==> src/verilog/fag_pkg.sv <==
/*
  Shared constants and types for the fault aggregation and host wakeup block:
  register offsets, field positions, reset values, fault tree layout and timing.
  Assumes a 100 MHz device clock and an APB register port with byte addresses.
*/
`default_nettype none
package fag_pkg;
  // Fault tree shape: groups, level-2 bits per group, level-3 bits per group
  localparam int NG = 4;
  localparam int NS = 2;
  localparam int NB = 8;
  localparam int SUBW = NB / NS;
  localparam int NL2 = NG * NS;
  localparam int NL3 = NG * NB;
  localparam int NEXT = NL3 - NB;

  // Register byte offsets
  localparam logic [7:0] ADDR_SUMMARY = 8'h00;
  localparam logic [7:0] ADDR_LEVEL2 = 8'h04;
  localparam logic [7:0] ADDR_LEVEL3 = 8'h08;
  localparam logic [7:0] ADDR_MASK = 8'h0C;
  localparam logic [7:0] ADDR_CONF = 8'h10;
  localparam logic [7:0] ADDR_WAKE = 8'h14;
  localparam logic [7:0] ADDR_CLEAR = 8'h18;
  localparam logic [7:0] ADDR_STATUS = 8'h1C;

  // Configuration register fields
  localparam int CONF_W = 6;
  localparam int CONF_HB_TX = 0;
  localparam int CONF_FAULT_OUT = 1;
  localparam int CONF_TONE_RX = 2;
  localparam int CONF_SNIFF_DIS = 3;
  localparam int CONF_SNIFF_EN = 4;
  localparam int CONF_DIR_SEL = 5;
  localparam logic [CONF_W-1:0] CONF_RESET = 6'h02;
  localparam logic [NG-1:0] MASK_RESET = 4'h0;

  // Wake register fields
  localparam int WAKE_FORCE = 2;
  localparam int WAKE_PIN = 8;
  localparam int WAKE_LATCHED = 9;
  localparam logic [1:0] WAKE_DIS_RESET = 2'h0;
  localparam logic [1:0] WAKE_DIS_ALL = 2'h3;

  // System group (group 0) level-3 bit positions
  localparam int SYS_FTONE = 0;
  localparam int SYS_HEARTBEAT_MISSING_FLAG = 1;
  localparam int SYS_HEARTBEAT_TOO_FAST_FLAG = 2;
  localparam int SYS_AON = 3;
  localparam int SYS_FACT = 4;
  localparam int SYS_CONF = 5;
  localparam int SYS_WAKE = 6;
  localparam int SYS_SNIFF = 7;

  // Timing
  localparam int CLK_MHZ = 100;
  localparam int SNIFF_IDLE_NS = 2000;
  localparam int SNIFF_IDLE_CYC = (SNIFF_IDLE_NS * CLK_MHZ / 1000 < 1) ? 1 : SNIFF_IDLE_NS * CLK_MHZ / 1000;
  localparam int SNIFF_THRESHOLD = 32;
  localparam int HB_PERIOD_US = 1000;
  localparam int FT_GAP_US = 1500;
  localparam int VALIDATE_US = 5000;
  localparam int FT_BURSTS = 3;

  typedef enum logic [1:0] {MODE_ACTIVE, MODE_SLEEP, MODE_SHUTDOWN, MODE_VALIDATE} fag_mode_t;

  // Level faults from the rest of the device that may wake the host
  typedef struct packed {
    logic heartbeat_missing_flag;
    logic heartbeat_too_fast_flag;
    logic always_on_switch_fail;
    logic factory_check_error;
    logic config_monitor_error;
  } fag_sys_cond_t;

  // One received tone burst from the full tone receiver
  typedef struct packed {
    logic burst;
    logic is_fault;
  } fag_tone_t;
endpackage
`default_nettype wire

==> src/verilog/fag_top.sv <==
/*
  Fault aggregation, fault pin, tone detection, sniffer and host wakeup logic.
  Assumes one 100 MHz clock, synchronous inputs, an APB master on the register
  port and an analog front end that turns tones and couplets into pulses.
*/
`timescale 1ns/1ps
`default_nettype none
module fag_top #(
  parameter int HB_PERIOD_CYC = fag_pkg::HB_PERIOD_US * fag_pkg::CLK_MHZ,
  parameter int FT_GAP_CYC = fag_pkg::FT_GAP_US * fag_pkg::CLK_MHZ,
  parameter int VALIDATE_CYC = fag_pkg::VALIDATE_US * fag_pkg::CLK_MHZ,
  parameter int SNIFF_THR = fag_pkg::SNIFF_THRESHOLD
) (
  input wire logic ref_clk,
  input wire logic rst,
  input wire logic psel,
  input wire logic penable,
  input wire logic pwrite,
  input wire logic [7:0] paddr,
  input wire logic [31:0] pwdata,
  output logic [31:0] prdata,
  output logic pready,
  output logic pslverr,
  input wire logic goto_active,
  input wire logic goto_sleep,
  input wire logic goto_shutdown,
  input wire logic frame_fault_embed,
  input wire fag_pkg::fag_tone_t tone_rx,
  input wire logic sniff_couplet_neg,
  input wire logic sniff_couplet_pos,
  input wire fag_pkg::fag_sys_cond_t sys_cond,
  input wire logic [fag_pkg::NEXT-1:0] fault_cond,
  input wire logic host_wake_pin_level,
  output logic fault_out_o,
  output logic fault_out_oe_n,
  output logic host_wake_o,
  output logic host_wake_oe_n,
  output logic hb_tx_pulse,
  output logic tone_tx_high_side,
  output logic tone_rx_active,
  output var fag_pkg::fag_mode_t mode
);
  localparam int HBW = $clog2(HB_PERIOD_CYC + 1);
  localparam int GPW = $clog2(FT_GAP_CYC + 1);
  localparam int VLW = $clog2(VALIDATE_CYC + 1);
  localparam int SCW = $clog2(SNIFF_THR + 1);
  localparam int SIW = $clog2(fag_pkg::SNIFF_IDLE_CYC + 1);

  logic [fag_pkg::NL3-1:0] l3_q, cond_vec, clr_vec;
  logic [fag_pkg::NL2-1:0] l2;
  logic [fag_pkg::NG-1:0] summary, mask_q, clr_grp;
  logic [fag_pkg::CONF_W-1:0] conf_q;
  logic [1:0] wake_dis_q;
  logic [31:0] rd_d;
  logic acc, wr_en, rd_take, hit, force_wr, wake_trig, wake_q, ftone_set, sniff_hit;
  logic tone_ok, tone_confirm, armed_q, dis_all;
  logic [HBW-1:0] hb_cnt_q;
  logic [GPW-1:0] gap_q;
  logic [1:0] burst_q;
  logic [VLW-1:0] val_q;
  logic [SCW-1:0] sniff_cnt_q;
  logic [SIW-1:0] idle_q;
  fag_pkg::fag_mode_t mode_q, mode_d;

  // APB decode; one wait state so read data and pready leave flops together
  assign acc = psel & penable;
  assign rd_take = acc & ~pready;
  assign wr_en = acc & pready & pwrite;
  assign force_wr = wr_en && paddr == fag_pkg::ADDR_WAKE && pwdata[fag_pkg::WAKE_FORCE];
  assign clr_grp = (wr_en && paddr == fag_pkg::ADDR_CLEAR) ? pwdata[fag_pkg::NG-1:0] : '0;
  assign dis_all = wake_dis_q == fag_pkg::WAKE_DIS_ALL;

  // Read mux; unmapped addresses read zero and raise pslverr
  always_comb
  begin
    rd_d = 32'h0;
    hit = 1'b1;
    if (paddr == fag_pkg::ADDR_SUMMARY)
      rd_d[fag_pkg::NG-1:0] = summary;
    else if (paddr == fag_pkg::ADDR_LEVEL2)
      rd_d[fag_pkg::NL2-1:0] = l2;
    else if (paddr == fag_pkg::ADDR_LEVEL3)
      rd_d[fag_pkg::NL3-1:0] = l3_q;
    else if (paddr == fag_pkg::ADDR_MASK)
      rd_d[fag_pkg::NG-1:0] = mask_q;
    else if (paddr == fag_pkg::ADDR_CONF)
      rd_d[fag_pkg::CONF_W-1:0] = conf_q;
    else if (paddr == fag_pkg::ADDR_WAKE)
    begin
      rd_d[1:0] = wake_dis_q;
      rd_d[fag_pkg::WAKE_PIN] = host_wake_pin_level;
      rd_d[fag_pkg::WAKE_LATCHED] = wake_q;
    end
    else if (paddr == fag_pkg::ADDR_STATUS)
    begin
      rd_d[1:0] = mode_q;
      rd_d[2] = armed_q;
    end
    else if (paddr != fag_pkg::ADDR_CLEAR)
      hit = 1'b0;
  end

  // Bus answer flops
  always_ff @(posedge ref_clk)
  begin
    if (rst)
    begin
      pready <= 1'b0;
      pslverr <= 1'b0;
      prdata <= 32'h0;
    end
    else
    begin
      pready <= rd_take;
      pslverr <= rd_take & ~hit;
      if (rd_take && !pwrite)
        prdata <= rd_d;
    end
  end

  // Software registers; pslverr writes to unmapped offsets have no effect
  always_ff @(posedge ref_clk)
  begin
    if (rst)
    begin
      mask_q <= fag_pkg::MASK_RESET;
      conf_q <= fag_pkg::CONF_RESET;
      wake_dis_q <= fag_pkg::WAKE_DIS_RESET;
    end
    else if (wr_en)
    begin
      if (paddr == fag_pkg::ADDR_MASK)
        mask_q <= pwdata[fag_pkg::NG-1:0];
      else if (paddr == fag_pkg::ADDR_CONF)
        conf_q <= pwdata[fag_pkg::CONF_W-1:0];
      else if (paddr == fag_pkg::ADDR_WAKE)
        wake_dis_q <= pwdata[1:0];
    end
  end

  // Fault causes: system group built here, other groups from the device
  always_comb
  begin
    cond_vec = {fault_cond, {fag_pkg::NB{1'b0}}};
    cond_vec[fag_pkg::SYS_FTONE] = ftone_set;
    cond_vec[fag_pkg::SYS_HEARTBEAT_MISSING_FLAG] = sys_cond.heartbeat_missing_flag;
    cond_vec[fag_pkg::SYS_HEARTBEAT_TOO_FAST_FLAG] = sys_cond.heartbeat_too_fast_flag;
    cond_vec[fag_pkg::SYS_AON] = sys_cond.always_on_switch_fail;
    cond_vec[fag_pkg::SYS_FACT] = sys_cond.factory_check_error;
    cond_vec[fag_pkg::SYS_CONF] = sys_cond.config_monitor_error;
    cond_vec[fag_pkg::SYS_WAKE] = wake_q & ~dis_all;
    cond_vec[fag_pkg::SYS_SNIFF] = sniff_hit;
  end

  // Tree: level-2 is a pure OR of the latched level-3 bits; summary ORs each group's level-2 bits and is gated off by its mask bit
  for (genvar g = 0; g < fag_pkg::NG; g++)
  begin : g_grp
    for (genvar s = 0; s < fag_pkg::NS; s++)
    begin : g_sub
      assign l2[g*fag_pkg::NS+s] = |l3_q[g*fag_pkg::NB+s*fag_pkg::SUBW +: fag_pkg::SUBW];
    end
    assign summary[g] = (|l2[g*fag_pkg::NS +: fag_pkg::NS]) & ~mask_q[g];
    assign clr_vec[g*fag_pkg::NB +: fag_pkg::NB] = {fag_pkg::NB{clr_grp[g]}};
  end

  // Latch; a live cause beats the clear, so persisting faults survive it
  always_ff @(posedge ref_clk)
  begin
    if (rst)
      l3_q <= '0;
    else
      l3_q <= cond_vec | (l3_q & ~clr_vec);
  end

  // Fault pin: open drain, data fixed low, enable active low
  always_ff @(posedge ref_clk)
  begin
    if (rst)
    begin
      fault_out_o <= 1'b0;
      fault_out_oe_n <= 1'b1;
    end
    else
      fault_out_oe_n <= ~(conf_q[fag_pkg::CONF_FAULT_OUT] & (|summary));
  end

  // Tone receive gate: sleep or validate, receiver enabled
  assign tone_ok = tone_rx.burst && conf_q[fag_pkg::CONF_TONE_RX]
                   && (mode_q == fag_pkg::MODE_SLEEP || mode_q == fag_pkg::MODE_VALIDATE);
  assign tone_confirm = tone_ok && tone_rx.is_fault && burst_q == 2'(fag_pkg::FT_BURSTS - 1);
  assign ftone_set = (mode_q == fag_pkg::MODE_ACTIVE && frame_fault_embed) || tone_confirm;

  // Fault tone needs repeated bursts; a single burst is a comm tone
  always_ff @(posedge ref_clk)
  begin
    if (rst)
    begin
      burst_q <= 2'h0;
      gap_q <= '0;
    end
    else if (tone_ok && tone_rx.is_fault)
    begin
      burst_q <= tone_confirm ? 2'h0 : burst_q + 2'h1;
      gap_q <= '0;
    end
    else if (gap_q == GPW'(FT_GAP_CYC))
      burst_q <= 2'h0;
    else if (burst_q != 2'h0)
      gap_q <= gap_q + 1'b1;
  end

  // Heartbeat transmit; this end never sends fault tones
  always_ff @(posedge ref_clk)
  begin
    if (rst)
    begin
      hb_cnt_q <= '0;
      hb_tx_pulse <= 1'b0;
      tone_tx_high_side <= 1'b0;
      tone_rx_active <= 1'b0;
    end
    else
    begin
      hb_tx_pulse <= 1'b0;
      tone_tx_high_side <= ~conf_q[fag_pkg::CONF_DIR_SEL];
      tone_rx_active <= conf_q[fag_pkg::CONF_TONE_RX]
                        && (mode_q == fag_pkg::MODE_SLEEP || mode_q == fag_pkg::MODE_VALIDATE);
      if (mode_q != fag_pkg::MODE_SLEEP || !conf_q[fag_pkg::CONF_HB_TX])
        hb_cnt_q <= '0;
      else if (hb_cnt_q == HBW'(HB_PERIOD_CYC - 1))
      begin
        hb_cnt_q <= '0;
        hb_tx_pulse <= 1'b1;
      end
      else
        hb_cnt_q <= hb_cnt_q + 1'b1;
    end
  end

  // Sniffer arming sampled on entry to shutdown; reset leaves it off
  always_ff @(posedge ref_clk)
  begin
    if (rst)
      armed_q <= 1'b0;
    else if (mode_d == fag_pkg::MODE_SHUTDOWN && mode_q != fag_pkg::MODE_SHUTDOWN)
      armed_q <= conf_q[fag_pkg::CONF_SNIFF_EN] & ~conf_q[fag_pkg::CONF_SNIFF_DIS];
  end

  // Couplet counter; positive couplets are not expected and restart it
  assign sniff_hit = armed_q && mode_q == fag_pkg::MODE_SHUTDOWN && sniff_couplet_neg
                     && sniff_cnt_q == SCW'(SNIFF_THR - 1);
  always_ff @(posedge ref_clk)
  begin
    if (rst || !armed_q || mode_q != fag_pkg::MODE_SHUTDOWN)
    begin
      sniff_cnt_q <= '0;
      idle_q <= '0;
    end
    else if (sniff_couplet_neg)
    begin
      sniff_cnt_q <= sniff_hit ? '0 : sniff_cnt_q + 1'b1;
      idle_q <= '0;
    end
    else if (sniff_couplet_pos || idle_q == SIW'(fag_pkg::SNIFF_IDLE_CYC))
    begin
      sniff_cnt_q <= '0;
      idle_q <= '0;
    end
    else if (sniff_cnt_q != '0)
      idle_q <= idle_q + 1'b1;
  end

  // Mode sequencing; validate window falls back to shutdown
  always_comb
  begin
    mode_d = mode_q;
    case (mode_q)
      fag_pkg::MODE_ACTIVE:
        if (goto_shutdown)
          mode_d = fag_pkg::MODE_SHUTDOWN;
        else if (goto_sleep)
          mode_d = fag_pkg::MODE_SLEEP;
      fag_pkg::MODE_SLEEP:
        if (goto_active)
          mode_d = fag_pkg::MODE_ACTIVE;
        else if (goto_shutdown)
          mode_d = fag_pkg::MODE_SHUTDOWN;
      fag_pkg::MODE_SHUTDOWN:
        if (goto_active)
          mode_d = fag_pkg::MODE_ACTIVE;
        else if (sniff_hit)
          mode_d = fag_pkg::MODE_VALIDATE;
      default:
        if (goto_active)
          mode_d = fag_pkg::MODE_ACTIVE;
        else if (val_q == VLW'(VALIDATE_CYC - 1))
          mode_d = fag_pkg::MODE_SHUTDOWN;
    endcase
  end

  // Mode state and validate window counter
  always_ff @(posedge ref_clk)
  begin
    if (rst)
    begin
      mode_q <= fag_pkg::MODE_SHUTDOWN;
      val_q <= '0;
    end
    else
    begin
      mode_q <= mode_d;
      val_q <= (mode_q == fag_pkg::MODE_VALIDATE && mode_d == fag_pkg::MODE_VALIDATE) ? val_q + 1'b1 : '0;
    end
  end
  assign mode = mode_q;

  // Wake triggers; uses latched flags so the mask plays no part
  assign wake_trig = !dis_all && (
                     ((mode_q == fag_pkg::MODE_SLEEP || mode_q == fag_pkg::MODE_VALIDATE)
                      && (|l3_q[fag_pkg::SYS_CONF:fag_pkg::SYS_FTONE]))
                     || (mode_q == fag_pkg::MODE_ACTIVE && force_wr));

  // Wake stays on in every mode until rst
  always_ff @(posedge ref_clk)
  begin
    if (rst)
    begin
      wake_q <= 1'b0;
      host_wake_o <= 1'b0;
      host_wake_oe_n <= 1'b1;
    end
    else
    begin
      wake_q <= wake_q | wake_trig;
      host_wake_o <= 1'b1;
      host_wake_oe_n <= ~wake_q;
    end
  end

  a_latch_holds: assert property (@(posedge ref_clk) disable iff (rst)
    1'b1 |=> (($past(l3_q) & ~$past(clr_vec) & ~l3_q) == '0))
    else $error("latched fault bit lost without clear");
  a_persist_clear: assert property (@(posedge ref_clk) disable iff (rst)
    1'b1 |=> (($past(cond_vec) & ~l3_q) == '0))
    else $error("fault with live cause was cleared");
  a_summary_sets: assert property (@(posedge ref_clk) disable iff (rst)
    (l3_q[fag_pkg::NB] && !mask_q[1]) |-> summary[1])
    else $error("summary missed a group fault");
  a_mask_blocks: assert property (@(posedge ref_clk) disable iff (rst)
    mask_q[2] |-> !summary[2])
    else $error("masked group reached summary");
  a_pin_drives: assert property (@(posedge ref_clk) disable iff (rst)
    (conf_q[fag_pkg::CONF_FAULT_OUT] && (|summary)) |=> !fault_out_oe_n)
    else $error("fault pin not pulled on unmasked fault");
  a_pin_disabled: assert property (@(posedge ref_clk) disable iff (rst)
    !conf_q[fag_pkg::CONF_FAULT_OUT] |=> fault_out_oe_n)
    else $error("disabled fault pin driven");
  a_wake_latched: assert property (@(posedge ref_clk) disable iff (rst)
    !host_wake_oe_n |=> !host_wake_oe_n[*3])
    else $error("wake output released");
  a_wake_blocked: assert property (@(posedge ref_clk) disable iff (rst)
    (dis_all && !wake_q) |=> !wake_q)
    else $error("wake fired while disabled");
  a_active_force: assert property (@(posedge ref_clk) disable iff (rst)
    (mode_q == fag_pkg::MODE_ACTIVE && !force_wr && !wake_q) |=> !wake_q ##1 host_wake_oe_n)
    else $error("active wake without force write");
  a_sniff_validate: assert property (@(posedge ref_clk) disable iff (rst)
    (sniff_hit && !goto_active) |=> mode_q == fag_pkg::MODE_VALIDATE)
    else $error("sniffer hit did not enter validate");
  a_hb_sleep: assert property (@(posedge ref_clk) disable iff (rst)
    hb_tx_pulse |-> ($past(mode_q) == fag_pkg::MODE_SLEEP && $past(conf_q[fag_pkg::CONF_HB_TX])))
    else $error("heartbeat sent outside enabled sleep");
endmodule
`default_nettype wire

==> config.mk <==
export PLATFORM = sky130hd
export DESIGN_NAME = fag_top
export DESIGN_NICKNAME = d
export VERILOG_FILES = /design/src/verilog/fag_pkg.sv /design/src/verilog/fag_top.sv
export SDC_FILE = /design/constraint.sdc
export NUM_CORES = 1
export LEC_CHECK = 0
export BUFFER_PORTS_ARGS = -buffer_cell sky130_fd_sc_hd__buf_4
export CAP_MARGIN = 0
export CELL_PAD_IN_SITES_DETAIL_PLACEMENT = 0
export CELL_PAD_IN_SITES_GLOBAL_PLACEMENT = 2
export CORE_MARGIN = 2
export CORE_UTILIZATION = 30
export DETAILED_ROUTE_END_ITERATION = 10
export GPL_ROUTABILITY_DRIVEN = 0
export HOLD_SLACK_MARGIN = 0.05
export PLACE_DENSITY = 0.84
export SKIP_LAST_GASP = 1
export SYNTH_ARGS = -nofsm -noshare
export SYNTH_HDL_FRONTEND = slang
export SYNTH_SLANG_ARGS = --single-unit
==> constraint.sdc <==
create_clock -name ref_clk -period 2.65 [get_ports ref_clk]
set_clock_uncertainty 0.05 [all_clocks]
set_input_delay 0.53 -clock ref_clk [delete_from_list [all_inputs] [get_ports ref_clk]]
set_output_delay 0.53 -clock ref_clk [all_outputs]
set_load 0.005 [all_outputs]
[Word level (Yosys, flattened, before mapping)]
Index checks and enable logic that the tools add are counted.
Word-level totals
  output and inout bits: 43
  register bits: 158
  word-level logic and storage cells: 183
  input bits: 83
Cells by class
  bitwise gates (word level): 31
  eq/ne operators: 22
  $add $sub $neg: 6
  muxes and demuxes: 44
  reduce and logical (&&, ||, !) cells: 58
Operators with widths (number)
  2-to-1 mux 2 bit: 18
  OR reduction 4 bit: 9
  bitwise AND 32 bit: 1
  equality test 8 x 5 -> 1 bit, second input constant: 4
  NOT 32 bit: 1
  OR 32 bit: 1
  OR reduction 8 bit: 4
  2-to-1 mux 28 bit: 1
  2-to-1 mux 24 bit: 1
  2-to-1 mux 6 bit: 4
  2-to-1 mux 22 bit: 1
  adder 19 x 1 -> 19 bit, second input constant: 1
  equality test 19 bit, second input constant: 1
  adder 18 x 1 -> 18 bit, second input constant: 1
  equality test 18 bit, second input constant: 1
  logical AND 1 bit: 18
  adder 17 x 1 -> 17 bit, second input constant: 1
  equality test 17 bit, second input constant: 1
  equality test 8 x 4 -> 1 bit, second input constant: 2
  NOT 1 bit: 15
  bitwise AND 1 bit: 12
  equality test 2 bit, second input constant: 6
  2-to-1 mux 4 bit: 3
  2-to-1 mux 1 bit: 11
  other kinds (26): 43

[Longest topological paths before layout]
  word-level depth: 11
  gate-level depth with buffers: 8
  gate-level depth less buffers: 7

[Worst setup path before layout]
Ideal clock, no wire load.
  path type: input -> register
  start: input port paddr[4]
  end: register prdata[3]
  required time: 2.478 ns
  cell stages on the path: 6
  data arrival time: 2.189 ns
  slack: 0.289 ns
  setup time: 0.122 ns
  path buffers: 2
  cell sequence: buf_6 or4_4 or3_1 buf_2 or3_4 o311a_1
Between the ends
  cells in the longest elaborated chain, start to end: 6
  elaborated cells on any way between the ends: 10
  classes of those cells: 4 x eq/ne; 5 x mux; 1 x reduce/logical
Ends and longest elaborated chain
  from (decl): RTL line fag_top.sv:19  | input wire logic [7:0] paddr,
  equality test 8 x 5 -> 1 bit: RTL line fag_top.sv:86  | else if (paddr == fag_pkg::ADDR_CONF)
  2-to-1 mux 3 bit: RTL line fag_top.sv:86
  2-to-1 mux 4 bit: RTL line fag_top.sv:84  | else if (paddr == fag_pkg::ADDR_MASK)
  2-to-1 mux 6 bit: RTL line fag_top.sv:82  | else if (paddr == fag_pkg::ADDR_LEVEL3)
  2-to-1 mux 8 bit: RTL line fag_top.sv:80  | else if (paddr == fag_pkg::ADDR_LEVEL2)
  2-to-1 mux 4 bit (*): RTL line fag_top.sv:78  | if (paddr == fag_pkg::ADDR_SUMMARY)
  to (signal assigned): RTL line fag_top.sv:117  | prdata <= rd_d;
  to (decl): RTL line fag_top.sv:21  | output logic [31:0] prdata,
Every way passes the cells marked *; elsewhere a longest branch is shown, timed or not.
A chain may end at the register's enable or synchronous reset.

[Worst setup path after layout]
Same ends and word-level chain as after synthesis.

==> results.sh <==
export IMPL_status="completed"
export IMPL_clock_sinks=158
export IMPL_viasPerCell=4.92
export IMPL_firstDrtPassIters=5
export IMPL_final_setup_worst_slack_ns=0.639
export IMPL_rsz0062_at_grt="no"
export IMPL_synthFlopType="dfxtp_1"
export IMPL_path_max_fanout=9
export IMPL_final_setup_tns_ns=0
export IMPL_cp_end_kind="flip-flop"
export IMPL_drcViolationCount=0
export IMPL_final_setup_viol_count=0
export IMPL_die_area_um2=23200
export IMPL_antenna_found_initial=0
export IMPL_hp_class="input pin to flip-flop"
export IMPL_endpoint="prdata[3]"
export IMPL_rows=54
export IMPL_cts_made_buffers=17
export IMPL_fmax_mhz=497
export IMPL_post_cts_buffers=0
export IMPL_r2r_cells=4
export IMPL_cts_resized=0
export IMPL_regToRegSetupSlack_ns=0.66
export IMPL_grt_pass1_wl_um=28000
export IMPL_slew_headroom_pct=44.3
export IMPL_whs_path_depth=3
export IMPL_core_area_um2=21700
export IMPL_maxCapViolations=0
export IMPL_syn_inst=762
export IMPL_ys_seq_elements=158
export IMPL_initial_core_util_pct=30.5
export IMPL_finalCriticalPeriod_ns=2.01
export IMPL_maxSlewViolCount=0
export IMPL_peakVddDrop_v=0.000319
export IMPL_rr_startpoint="l3_q[16]"
export IMPL_fin_nets=958
export IMPL_pwr_density_cell_nw_per_um2=616
export IMPL_hold_violations=0
export IMPL_tritoncts="done"
export IMPL_cts_hold_fix_buffers=0
export IMPL_ys_warn_count=0
export IMPL_syn_area_per_cell_um2=8.67
export IMPL_worstPathRequired_ns=2.92
export IMPL_start_kind="input pin"
export IMPL_worst_pin_slew_ns=0.835
export IMPL_grt_use_total_pct=14.8
export IMPL_drtIter0Drc=316
export IMPL_clk_latency_ns=0.43
export IMPL_r2r_end="fault_out_oe_n"
export IMPL_clock_path_buffers=2
export IMPL_synth_yosys_seq_area_share_pct=47.9
export IMPL_pre_cts_ws_ns=0.179
export IMPL_power_leakage_uw=0.00321
export IMPL_grt_overflow_total=0
export IMPL_via_count=5710
export IMPL_grt_max_degree=77
export IMPL_num_io_pins=126
export IMPL_synth_async_reset_ratio_pct=0
export IMPL_ys_types=60
export IMPL_critPathKind="input pin to flip-flop"
export IMPL_wire_per_inst_um=14.7
export IMPL_areaGrowthSynthToFinish_pct=25.8
export IMPL_fin_crit_sh_pct=75.9
export IMPL_ctsRootBufferMaster="clkbuf_16"
export IMPL_detailed_place_hpwl_um=12200
export IMPL_crit_start="paddr[4]"
export IMPL_drive_above_1_share_pct=18.4
export IMPL_synth_edff_count=0
export IMPL_syn_area_um2=6610
export IMPL_holdWs_ns=0.248
export IMPL_portBuffers=98
export IMPL_clkTransAtPathRegs_ns=0.07
export IMPL_antenna_left=0
export IMPL_die_h_um=152
export IMPL_h_tree_depth=4
export IMPL_synth_fp_nets=853
export IMPL_wirelength_um=17000
export IMPL_antenna_cells=0
export IMPL_chipWidth_um=152
export IMPL_grt_pass1_vias=5357
export IMPL_crit_arrival_ns=2.28
[sequential cells by signal (all words and copies together), names as in the netlist, 2 cells and up]
register	count
gap_q	18
conf_q	6
hb_cnt_q	17
val_q	19
l3_q	32
burst_q	2
prdata	32
mode	2
idle_q	8
wake_dis_q	2
sniff_cnt_q	6
mask_q	4
[cell families (layout without fill, tap and decap cells)]
| logic type | Yosys count | after routing | share of synthesized area (%) |
|---|---|---|---|
| simple gates | 357 | 357 | 26.5 |
| flops | 158 | 158 | 47.9 |
| compound gates | 121 | 121 | 11.6 |
| xor+xnor | 52 | 52 | 6.89 |
| buf+inv | 48 | 166 | 2.95 |
| mux | 17 | 17 | 2.61 |
| fa+ha+maj | 8 | 8 | 1.52 |
| other cells | 1 | 1 | 0.0568 |
[power breakdown]
group	switching, uW	internal, uW	leakage (uW)
registers	34.1	2420	0.00128
clock network	1140	1270	0.000290
logic	140	123	0.00163
total	1310	3810	0.00321
[through the flow]
| step | total power, uW | utilization, % | std cells | area [um^2] |
|---|---|---|---|---|
| after floorplan | 2620 | - | 762 | 6610 |
| after global placement | 2770 | 35.6 | 1128 | 7720 |
| after detailed placement | 2770 | 35.6 | 1128 | 7720 |
| after CTS | 5200 | 38.3 | 1160 | 8310 |
| after global routing | 5320 | 38.3 | 1160 | 8310 |
| final | 5120 | 38.3 | 1160 | 8310 |
[layout make-up]
type                    count  area (um^2)
inverters                  17         63.8
fillers                  2244        13400
clock buffers              17          425
clock inverters            15          161
well taps                 280          350
multi-input cells         556         3250
flip-flops and latches    158         3160
repair buffers            117          891
[layer usage]
layer / share of wire (%) / wire [um] / GRT usage, %
met5: 0 / 0 / 0
met4: 1.4 / 235 / 4.85
met3: 6.3 / 1080 / 4.95
met2: 44 / 7460 / 22.2
met1: 48 / 8230 / 20.0
[layout by cell type, fill, tap and decap left out, types with 3 or more instances in the layout]
master     count
and3_1        13
inv_6          3
a21oi_1       43
dfxtp_1      158
a31oi_1        5
and4_1         3
or3_1          6
nand2b_1       8
nand2_1       50
nand3b_1       4
o21ai_0       18
nor4bb_1       4
nor4_1        15
nor2b_1       10
inv_1         17
mux2i_1       15
inv_8          6
nor3b_1        6
nor2_1       148
nor3_1        17
a21o_1         4
clkbuf_16     17
a22oi_1       23
nand3_1       31
a221oi_1       4
nand4_1       25
and2_1         3
or4_1          3
o22ai_1        4
buf_4        116
ha_1           8
xnor2_1       14
clkinv_4       4
xor2_1        38
[how the worst min path moves through the flow]
stage              startpoint             end  slack [ns]
2_1_floorplan       conf_q[1]  fault_out_oe_n        0.33
3_3_place_gp        conf_q[1]  fault_out_oe_n        0.36
3_5_place_dp        conf_q[1]  fault_out_oe_n        0.36
4_1_cts        fault_cond[11]        l3_q[19]        0.23
5_1_grt        fault_cond[20]        l3_q[28]        0.24
6_report       fault_cond[11]        l3_q[19]        0.25
[cell usage after synthesis, types with 3 or more instances]
cell type / n / area share, %
a21o_1: 4 / 0.45
clkbuf_1: 25 / 1.4
and2_1: 3 / 0.28
nand3_1: 31 / 2.3
o22ai_1: 4 / 0.38
a221oi_1: 4 / 0.53
mux2i_1: 15 / 2.3
xor2_1: 38 / 5.0
ha_1: 8 / 1.5
and4_1: 3 / 0.40
or4_1: 3 / 0.34
dfxtp_1: 158 / 48
nor4_1: 15 / 1.4
nand3b_1: 4 / 0.45
inv_1: 17 / 0.97
nand2b_1: 8 / 0.76
nor2b_1: 10 / 0.95
o21ai_0: 18 / 1.4
a22oi_1: 23 / 2.6
or3_1: 6 / 0.57
xnor2_1: 14 / 1.9
nor2_1: 148 / 8.4
nand4_1: 25 / 2.4
nor3b_1: 6 / 0.68
nor4bb_1: 5 / 0.76
nand2_1: 50 / 2.8
a21oi_1: 43 / 3.3
a31oi_1: 5 / 0.47
and3_1: 13 / 1.2
nor3_1: 17 / 1.3
buf_2: 3 / 0.23
[worst max-delay path, stage by stage]
cell	delay [ns]
buf_4	0.15
or4_4	0.50
or3_1	0.41
or3_4	0.39
o311a_1	0.30
Power figures use the tool's default switching activity.
